==> src/core/ptc_pkg.sv <==
package ptc_pkg;
   // ======================================================
   // widths and framing
   localparam int SYM_W = 8;
   localparam int MM_DW = 32;
   localparam int MM_AW = 32;
   localparam logic [15:0] POS_SIZE_HI = 16'h0002;
   localparam logic [15:0] POS_SIZE_LO = 16'h0003;
   localparam logic [15:0] POS_ADDR_FIRST = 16'h0004;
   localparam logic [15:0] POS_ADDR_LAST = 16'h0007;
   localparam logic [15:0] HDR_LEN = 16'h0008;
   localparam logic [2:0] RSP_LEN = 3'h5;
   localparam logic [2:0] WORD_BYTES = 3'h4;
   // ======================================================
   // command codes
   localparam logic [7:0] CODE_WR_FIX = 8'h00;
   localparam logic [7:0] CODE_WR_INC = 8'h04;
   localparam logic [7:0] CODE_RD_FIX = 8'h10;
   localparam logic [7:0] CODE_RD_INC = 8'h14;
   localparam logic [7:0] CODE_NOP = 8'h7F;
   localparam logic [7:0] CODE_MSB = 8'h80;
   // ======================================================
   // states
   typedef enum logic [2:0] {
      ST_RX, ST_WBUS, ST_RREQ, ST_RBUS, ST_ROUT, ST_RSP
   } ptc_state_e;
   typedef enum logic [1:0] {HS_IDLE, HS_HDR, HS_PAY} ptc_hstate_e;
endpackage : ptc_pkg

==> src/core/ptc_if.sv <==
`timescale 1ns/100ps
interface ptc_if;
   // command stream, packet source toward converter
   logic cmd_valid;
   logic [7:0] cmd_data;
   logic cmd_sop;
   logic cmd_eop;
   logic cmd_ready;
   // response stream, converter toward packet consumer
   logic rsp_valid;
   logic [7:0] rsp_data;
   logic rsp_sop;
   logic rsp_eop;
   logic rsp_ready;
   modport dev (
      input cmd_valid, cmd_data, cmd_sop, cmd_eop, rsp_ready,
      output cmd_ready, rsp_valid, rsp_data, rsp_sop, rsp_eop
   );
   modport host (
      output cmd_valid, cmd_data, cmd_sop, cmd_eop, rsp_ready,
      input cmd_ready, rsp_valid, rsp_data, rsp_sop, rsp_eop
   );
endinterface : ptc_if

==> src/core/ptc_device.sv <==
// Contract
// - byte streams with packets, no channel, latency 0
// - single 32-bit accesses only, never bursts
// - response after each write and no-op
// - unknown codes behave as no-op
// - reads of nonzero size return slave data, not a response
// - packet: code, reserved, size, payload from 8
// - size is payload bytes or bytes to read
// - response: code msb flipped, reserved, count
// - 0x00 writes repeatedly one word address
// - 0x04 writes successive addresses from start
// - 0x10 reads words from one fixed address
// - 0x14 reads size bytes from successive addresses
// - no-op makes no access, still responds
// - one command; sink stalls until finished
// - no data buffer between stream and bus
// - slave wait stalls the sink
// - read held off while source backpressured
// - avoid mid-read backpressure; return received data
// - end of packet ends command and data
// - source sends payload matching size
// - no stream error signalling
// - start of packet mid-command drops it silently
`timescale 1ns/100ps
module ptc_device
   import ptc_pkg::*;
#(
   parameter int AW = ptc_pkg::MM_AW
)(
   // clock and reset
   input wire logic sys_clk_i,
   input wire logic sys_rst_i,
   // packet link
   ptc_if.dev link,
   // memory-mapped master
   output logic [AW-1:0] mm_address_o,
   output logic [ptc_pkg::MM_DW-1:0] mm_writedata_o,
   output logic [3:0] mm_byteenable_o,
   output logic mm_write_o,
   output logic mm_read_o,
   input wire logic [ptc_pkg::MM_DW-1:0] mm_readdata_i,
   input wire logic mm_wait_i
);
   import ptc_pkg::*;

   ptc_state_e state_reg, state_next;
   logic cmd_ready_reg;
   logic [15:0] idx_reg, size_reg, done_reg, lcount_reg;
   logic [7:0] code_reg;
   logic [AW-1:0] addr_reg;
   logic [1:0] lane_reg;
   logic [2:0] wbytes_reg, nb_reg, ld_reg;
   logic eop_seen_reg;
   logic [31:0] rword_reg;
   logic rsp_valid_reg, rsp_sop_reg, rsp_eop_reg;
   logic [7:0] rsp_data_reg;

   // ======================================================
   // decode
   logic rx_fire, tx_fire, mm_done, first, payload, word_full;
   logic is_wr, is_rd, is_inc, hdr_ok, load_ok, more;
   logic [15:0] pos, rem;
   logic [2:0] nb;
   assign rx_fire = link.cmd_valid && cmd_ready_reg;
   assign tx_fire = rsp_valid_reg && link.rsp_ready;
   assign mm_done = (mm_write_o || mm_read_o) && !mm_wait_i;
   // a start marker mid-command restarts decoding
   assign first = link.cmd_sop || (idx_reg == 16'h0000);
   assign pos = first ? 16'h0000 : idx_reg;
   assign is_wr = (code_reg == CODE_WR_FIX) || (code_reg == CODE_WR_INC);
   assign is_rd = (code_reg == CODE_RD_FIX) || (code_reg == CODE_RD_INC);
   assign is_inc = (code_reg == CODE_WR_INC) || (code_reg == CODE_RD_INC);
   assign hdr_ok = pos >= POS_ADDR_LAST;
   assign payload = !first && (idx_reg >= HDR_LEN) && is_wr;
   // one word per access; a short word goes out on end marker
   assign word_full = rx_fire && payload
      && (lane_reg == 2'h3 || link.cmd_eop);
   assign rem = size_reg - lcount_reg;
   assign nb = (rem >= 16'h0004) ? WORD_BYTES : rem[2:0];
   assign load_ok = !rsp_valid_reg || tx_fire;
   assign more = (state_reg == ST_ROUT && ld_reg < nb_reg)
      || (state_reg == ST_RSP && ld_reg < RSP_LEN);

   // ======================================================
   // sequencing
   always_comb
   begin
      state_next = state_reg;
      unique case (state_reg)
         ST_RX:
            if (word_full)
               state_next = ST_WBUS;
            else if (rx_fire && link.cmd_eop && hdr_ok)
            begin
               if (is_rd && size_reg != 16'h0000)
                  state_next = ST_RREQ;
               else
                  state_next = ST_RSP;
            end
         ST_WBUS:
            if (mm_done)
               state_next = eop_seen_reg ? ST_RSP : ST_RX;
         ST_RREQ:
            if (link.rsp_ready)
               state_next = ST_RBUS;
         ST_RBUS:
            if (mm_done)
               state_next = ST_ROUT;
         ST_ROUT:
            if (tx_fire && ld_reg == nb_reg)
               state_next = (lcount_reg == size_reg) ? ST_RX : ST_RREQ;
         ST_RSP:
            if (tx_fire && ld_reg == RSP_LEN)
               state_next = ST_RX;
      endcase
   end

   always_ff @(posedge sys_clk_i or posedge sys_rst_i)
   begin
      if (sys_rst_i)
      begin
         state_reg <= ST_RX;
         cmd_ready_reg <= 1'b0;
      end
      else
      begin
         state_reg <= state_next;
         // sink is open only while collecting a command
         cmd_ready_reg <= (state_next == ST_RX);
      end
   end

   // ======================================================
   // command context
   always_ff @(posedge sys_clk_i or posedge sys_rst_i)
   begin
      if (sys_rst_i)
      begin
         idx_reg <= 16'h0000;
         code_reg <= CODE_NOP;
         size_reg <= 16'h0000;
         addr_reg <= '0;
         lane_reg <= 2'h0;
         wbytes_reg <= 3'h0;
         done_reg <= 16'h0000;
         eop_seen_reg <= 1'b0;
         nb_reg <= 3'h0;
         rword_reg <= 32'h00000000;
      end
      else
      begin
         unique case (state_reg)
            ST_RX:
               if (rx_fire)
               begin
                  if (first)
                  begin
                     code_reg <= link.cmd_data;
                     idx_reg <= 16'h0001;
                     size_reg <= 16'h0000;
                     addr_reg <= '0;
                     lane_reg <= 2'h0;
                     done_reg <= 16'h0000;
                  end
                  else
                  begin
                     if (idx_reg != 16'hFFFF)
                        idx_reg <= idx_reg + 16'h0001;
                     // size and address travel msb first
                     if (idx_reg == POS_SIZE_HI)
                        size_reg[15:8] <= link.cmd_data;
                     if (idx_reg == POS_SIZE_LO)
                        size_reg[7:0] <= link.cmd_data;
                     if (idx_reg >= POS_ADDR_FIRST
                        && idx_reg <= POS_ADDR_LAST)
                        addr_reg <= {addr_reg[AW-9:0],
                           link.cmd_data};
                  end
                  if (payload)
                  begin
                     lane_reg <= lane_reg + 2'h1;
                     wbytes_reg <= {1'b0, lane_reg} + 3'h1;
                  end
                  eop_seen_reg <= link.cmd_eop;
                  // short packets are dropped with no answer
                  if (link.cmd_eop)
                     idx_reg <= 16'h0000;
               end
            ST_WBUS:
               if (mm_done)
               begin
                  done_reg <= done_reg + {13'h0000, wbytes_reg};
                  lane_reg <= 2'h0;
                  if (is_inc)
                     addr_reg <= addr_reg + AW'(4);
               end
            ST_RBUS:
               if (mm_done)
               begin
                  rword_reg <= mm_readdata_i;
                  nb_reg <= nb;
               end
            ST_ROUT:
               if (state_next == ST_RREQ && is_inc)
                  addr_reg <= addr_reg + AW'(4);
            default:
               ;
         endcase
      end
   end

   // ======================================================
   // master port
   always_ff @(posedge sys_clk_i or posedge sys_rst_i)
   begin
      if (sys_rst_i)
      begin
         mm_address_o <= '0;
         mm_writedata_o <= 32'h00000000;
         mm_byteenable_o <= 4'h0;
         mm_write_o <= 1'b0;
         mm_read_o <= 1'b0;
      end
      else
      begin
         if (state_reg == ST_RX && rx_fire && payload)
         begin
            mm_writedata_o[8*lane_reg +: 8] <= link.cmd_data;
            mm_byteenable_o[lane_reg] <= 1'b1;
         end
         if (state_reg == ST_RX && word_full)
         begin
            // fixed-address writes keep addr_reg as is
            mm_address_o <= {addr_reg[AW-1:2], 2'b00};
            mm_write_o <= 1'b1;
         end
         if (state_reg == ST_RREQ && link.rsp_ready)
         begin
            mm_address_o <= {addr_reg[AW-1:2], 2'b00};
            mm_byteenable_o <= 4'hF;
            mm_read_o <= 1'b1;
         end
         if (mm_done)
         begin
            mm_write_o <= 1'b0;
            mm_read_o <= 1'b0;
            {mm_writedata_o, mm_byteenable_o} <= 36'h000000000;
         end
      end
   end

   // ======================================================
   // response source
   logic [7:0] rsp_byte;
   always_comb
   begin
      rsp_byte = 8'h00;
      if (state_reg == ST_ROUT)
         rsp_byte = rword_reg[8*ld_reg[1:0] +: 8];
      else
         unique case (ld_reg)
            3'h0: rsp_byte = code_reg ^ CODE_MSB;
            3'h3: rsp_byte = done_reg[15:8];
            3'h4: rsp_byte = done_reg[7:0];
            default: rsp_byte = 8'h00;
         endcase
   end

   always_ff @(posedge sys_clk_i or posedge sys_rst_i)
   begin
      if (sys_rst_i)
      begin
         rsp_valid_reg <= 1'b0;
         rsp_data_reg <= 8'h00;
         rsp_sop_reg <= 1'b0;
         rsp_eop_reg <= 1'b0;
         ld_reg <= 3'h0;
         lcount_reg <= 16'h0000;
      end
      else
      begin
         // data is held until taken, so no byte is dropped
         if (load_ok)
         begin
            rsp_valid_reg <= more;
            if (more)
            begin
               rsp_data_reg <= rsp_byte;
               ld_reg <= ld_reg + 3'h1;
               if (state_reg == ST_ROUT)
               begin
                  lcount_reg <= lcount_reg + 16'h0001;
                  rsp_sop_reg <= (lcount_reg == 16'h0000);
                  rsp_eop_reg <= (lcount_reg + 16'h0001 == size_reg);
               end
               else
               begin
                  rsp_sop_reg <= (ld_reg == 3'h0);
                  rsp_eop_reg <= (ld_reg == RSP_LEN - 3'h1);
               end
            end
         end
         if (state_reg != ST_ROUT && state_reg != ST_RSP)
            ld_reg <= 3'h0;
         if (state_reg == ST_RX)
            lcount_reg <= 16'h0000;
      end
   end

   // no error lane exists on either stream
   assign link.cmd_ready = cmd_ready_reg;
   assign link.rsp_valid = rsp_valid_reg;
   assign link.rsp_data = rsp_data_reg;
   assign link.rsp_sop = rsp_sop_reg;
   assign link.rsp_eop = rsp_eop_reg;
endmodule : ptc_device

==> src/flat_wrapper.sv <==
// flat-port wrapper written by rule: the top's interface ports become plain ports
module ptc_device_flat import ptc_pkg::*;
#(
   parameter int AW = ptc_pkg::MM_AW
)
  (sys_clk_i, sys_rst_i, mm_address_o, mm_writedata_o, mm_byteenable_o, mm_write_o, mm_read_o, mm_readdata_i, mm_wait_i, link_cmd_valid, link_cmd_data, link_cmd_sop, link_cmd_eop, link_rsp_ready, link_cmd_ready, link_rsp_valid, link_rsp_data, link_rsp_sop, link_rsp_eop);
  ptc_if link_i ();
  input wire logic sys_clk_i;
  input wire logic sys_rst_i;
  output logic [AW-1:0] mm_address_o;
  output logic [ptc_pkg::MM_DW-1:0] mm_writedata_o;
  output logic [3:0] mm_byteenable_o;
  output logic mm_write_o;
  output logic mm_read_o;
  input wire logic [ptc_pkg::MM_DW-1:0] mm_readdata_i;
  input wire logic mm_wait_i;
  input wire logic [$bits(link_i.cmd_valid)-1:0] link_cmd_valid;
  input wire logic [$bits(link_i.cmd_data)-1:0] link_cmd_data;
  input wire logic [$bits(link_i.cmd_sop)-1:0] link_cmd_sop;
  input wire logic [$bits(link_i.cmd_eop)-1:0] link_cmd_eop;
  input wire logic [$bits(link_i.rsp_ready)-1:0] link_rsp_ready;
  output wire logic [$bits(link_i.cmd_ready)-1:0] link_cmd_ready;
  output wire logic [$bits(link_i.rsp_valid)-1:0] link_rsp_valid;
  output wire logic [$bits(link_i.rsp_data)-1:0] link_rsp_data;
  output wire logic [$bits(link_i.rsp_sop)-1:0] link_rsp_sop;
  output wire logic [$bits(link_i.rsp_eop)-1:0] link_rsp_eop;
  assign link_i.cmd_valid = link_cmd_valid;
  assign link_i.cmd_data = link_cmd_data;
  assign link_i.cmd_sop = link_cmd_sop;
  assign link_i.cmd_eop = link_cmd_eop;
  assign link_i.rsp_ready = link_rsp_ready;
  assign link_cmd_ready = link_i.cmd_ready;
  assign link_rsp_valid = link_i.rsp_valid;
  assign link_rsp_data = link_i.rsp_data;
  assign link_rsp_sop = link_i.rsp_sop;
  assign link_rsp_eop = link_i.rsp_eop;
  ptc_device #(.AW(AW)) u_core (.sys_clk_i(sys_clk_i), .sys_rst_i(sys_rst_i), .link(link_i), .mm_address_o(mm_address_o), .mm_writedata_o(mm_writedata_o), .mm_byteenable_o(mm_byteenable_o), .mm_write_o(mm_write_o), .mm_read_o(mm_read_o), .mm_readdata_i(mm_readdata_i), .mm_wait_i(mm_wait_i));
endmodule
==> config.mk <==
export PLATFORM = sky130hd
export DESIGN_NAME = ptc_device_flat
export DESIGN_NICKNAME = d
export VERILOG_FILES = /design/src/core/ptc_pkg.sv /design/src/core/ptc_if.sv /design/src/core/ptc_device.sv /design/src/flat_wrapper.sv
export SDC_FILE = /design/constraint.sdc
export NUM_CORES = 1
export LEC_CHECK = 0
export BUFFER_PORTS_ARGS = -buffer_cell sky130_fd_sc_hd__buf_4
export CAP_MARGIN = 20
export CORE_MARGIN = 4
export CORE_UTILIZATION = 25
export DETAILED_ROUTE_END_ITERATION = 10
export GPL_ROUTABILITY_DRIVEN = 0
export SLEW_MARGIN = 15
export SYNTH_ARGS = -nofsm -noshare
export SYNTH_HDL_FRONTEND = slang
export SYNTH_SLANG_ARGS = --single-unit
==> constraint.sdc <==
create_clock -name sys_clk_i -period 15.2 [get_ports sys_clk_i]
set_input_delay 1.52 -clock sys_clk_i [delete_from_list [all_inputs] [get_ports sys_clk_i]]
set_output_delay 1.52 -clock sys_clk_i [all_outputs]
set_load 0.02 [all_outputs]
==> metrics.txt <==
row count=81; Clk Tree Root Cell=clkbuf_16; Worst-Skew Late Latency=0.55 ns; EDFF count, synth=0; wire per inst=17.37 µm; CTS resizes=0; core area=0.04885 mm²; critical path capture point type=flop; initial antenna violation count=2; Fin. Hold Viols=0; IO buf count=126; Setup TNS=0 ns; CTS buffer count=26; status=completed; Post-synth top flop=dfrtp_1; most frequent cells in the layout=dfrtp_1, buf_4, nand2_1; Avg Cell Area, Syn=9.892 µm²; clock buffer depth=3; commonest non-fill, non-tap cell in the layout=dfrtp_1; slowest library cell on the worst path=nor2_4; Slew HR=25.06%; total iterations of the first detailed-routing run=5; Critical Path Source Type=primary input; Die Span X=230.0 µm; slowest cell delay on critical path=0.80 ns; vias in the first global route=9884; Worst Tran Pin Value=1.122 ns; Post-Syn Area=0.01232 mm²; Final #Nets=1430; fmax=0.2522 GHz; Routed WL=35210 µm; Hold Slack=0.4820 ns; vias=9972; Detailed Place HPWL=24860 µm; largest net degree at the start of global routing=115; fraction of layout cells with a size suffix above 1=20.98%; VDD IR max=0.00009782 V; Min Clock Period, post-route=3.965 ns; worst path cell trace=buf_4, o21ba_2, nand2_1, nor2_4, nand4_1, nor4_1, nand4_1, or4_1, o22ai_1; final setup skew=0.01997 ns; DRT iter0 DRCs=825; Via-to-Cell Ratio=4.920; Hold-fix buffers, CTS=0; H-tree Lvls=1; Post-CTS Setup Bufs=0; ANT cells=0; Initial Util=25.21%; Req. time, crit path=15.66 ns; crit path DAT=4.42 ns; Setup-failing EPs final=0; Worst Path Max Fanout=37; cells after synthesis=1245; Largest delay share family, worst path=simple AND/OR/NAND/NOR gates; CTS tree=built; Die Y=230.0 µm; Top Ports=129; post-synthesis sequential area ratio=47.01%; RSZ-0062 raised after global routing=no; Ys Warns=0; HP Class=reg2reg; Cell Pwr Density=185.4 mW/mm²; most frequent CP cell=nand4_1; Slew Viols, Final=0; All-Layer GR Usage=12.87%; Antenna Nets Post-Route=0; synthesized flop and latch total=231; first-pass GRT wire length=55860 µm; buffers and inverters on the worst path=1; async set-or-reset flop fraction in the synthesized netlist=100.0%; LEAKAGE=6.603 nW; Layout Area Growth over Synthesis=19.99%; Clock Sinks=231; max-cap viol count=0; Fillers=5086; post-synth cell types=73; Crit Path Class=in2reg; final worst-path cycle share=26.09%; drt drc=0; die area=0.05288 mm²; grt ovf=0; Reg clk slew, reported paths=0.06 ns
worst register-to-register path: stages (launching register included):
cell and delay (ns):
dfrtp_1 0.72, ha_1 0.34, nor2b_1 0.13, o21ai_0 0.14
a21oi_1 0.11, or4b_1 0.93, nor2_1 0.87, nand4_1 0.23
o31ai_1 0.26
path summary, 6_finish.rpt:
path	slack, ns	depth (start not counted)	end	start
max	11.23	9	u_core.nb_reg[1]	mm_wait_i
min	0.48	2	u_core.mm_writedata_o[11]	u_core.mm_writedata_o[11]
max reg2reg	11.39	8	u_core.link.rsp_eop	u_core.ld_reg[1]
min reg2reg	0.48	2	u_core.mm_writedata_o[11]	u_core.mm_writedata_o[11]
max in group asynchronous	12.55	3	u_core.idx_reg[5]	sys_rst_i
min in group asynchronous	1.12	2	u_core.rword_reg[0]	sys_rst_i
per-stage QoR:
| stage | cells | cell area (µm²) | setup slack [ns] | power [mW] | util [%] |
|---|---|---|---|---|---|
| 3_3_place_gp | 1981 | 13910 | 10.65 | 2.079 | 28.48 |
| 5_1_grt | 2027 | 14780 | 11.01 | 2.931 | 30.25 |
| 3_5_place_dp | 1982 | 13920 | 10.65 | 2.096 | 28.49 |
| 4_1_cts | 2027 | 14770 | 11.22 | 2.756 | 30.24 |
| 6_report | 2027 | 14780 | 11.23 | 2.739 | 30.25 |
| 2_1_floorplan | 1246 | 12320 | 7.359 | 1.742 | - |
cell type report:
cell class	count	area, µm²	area share, %
multi-input combinational	898	6068	41.06
clock inverter	10	140.1	0.9483
tap	664	830.8	5.622
sequential	231	5789	39.18
timing repair buffer	139	1040	7.036
clock buffer	35	714.4	4.834
inverter	50	195.2	1.321
report_power, final:
group          switching [mW]  total, mW  internal [mW]
Sequential              0.180      0.955          0.775
Clock                   0.265      0.644          0.380
Combinational           0.660       1.14          0.480
Total                    1.10       2.74           1.64
synth_stat cells (4+ instances only):
| cell type | instances | share of area, % |
|---|---|---|
| dfrtp_1 | 224 | 46 |
| nand2_1 | 129 | 3.9 |
| o21ai_0 | 101 | 4.1 |
| a21oi_1 | 85 | 3.5 |
| nor2_1 | 85 | 2.6 |
| mux2_2 | 77 | 7.0 |
| inv_1 | 50 | 1.5 |
| clkbuf_1 | 48 | 1.5 |
| nand3_1 | 43 | 1.7 |
| a22o_1 | 42 | 3.0 |
| ha_1 | 35 | 3.6 |
| xnor2_1 | 29 | 2.1 |
| and3_1 | 22 | 1.1 |
| xor2_1 | 22 | 1.6 |
| a31oi_1 | 21 | 1.1 |
| nor3_1 | 21 | 0.85 |
| nand4_1 | 16 | 0.81 |
| nor4_1 | 14 | 0.71 |
| buf_2 | 13 | 0.53 |
| a211oi_1 | 11 | 0.67 |
| o31ai_1 | 11 | 0.67 |
| nand2b_1 | 9 | 0.46 |
| or3_1 | 9 | 0.46 |
| a221o_1 | 8 | 0.65 |
| mux4_2 | 8 | 1.5 |
| dfstp_2 | 7 | 1.5 |
| nor2b_1 | 7 | 0.36 |
| a21o_1 | 6 | 0.37 |
| and2_1 | 6 | 0.30 |
| and4_1 | 5 | 0.36 |
| o41ai_1 | 5 | 0.36 |
| a22oi_1 | 4 | 0.24 |
| mux2i_1 | 4 | 0.33 |
| o21ai_1 | 4 | 0.16 |
cells by family (layout without fill, tap and decap cells):
| logic type | count (synthesis) | count (layout) | share of synthesized area [%] |
|---|---|---|---|
| multiplexers | 90 | 90 | 8.950 |
| XOR/XNOR | 51 | 51 | 3.627 |
| adder cells (fa/ha/maj) | 37 | 37 | 3.881 |
| AO/OA/AOI/OAI | 339 | 339 | 17.78 |
| other | 1 | 2 | 0.03045 |
| AND/OR/NAND/NOR | 379 | 379 | 14.84 |
| buffers and inverters | 117 | 234 | 3.881 |
| flip-flops | 231 | 231 | 47.01 |
routing by layer:
layer	part of all wire, %	wire length (µm)	GRT usage [%]
met5	0.071	25	0
met4	2.2	790	3.667
met3	5.2	1824	2.515
met2	49	17280	21.95
met1	43	15290	16.65
(Power assumes the default switching activity.)
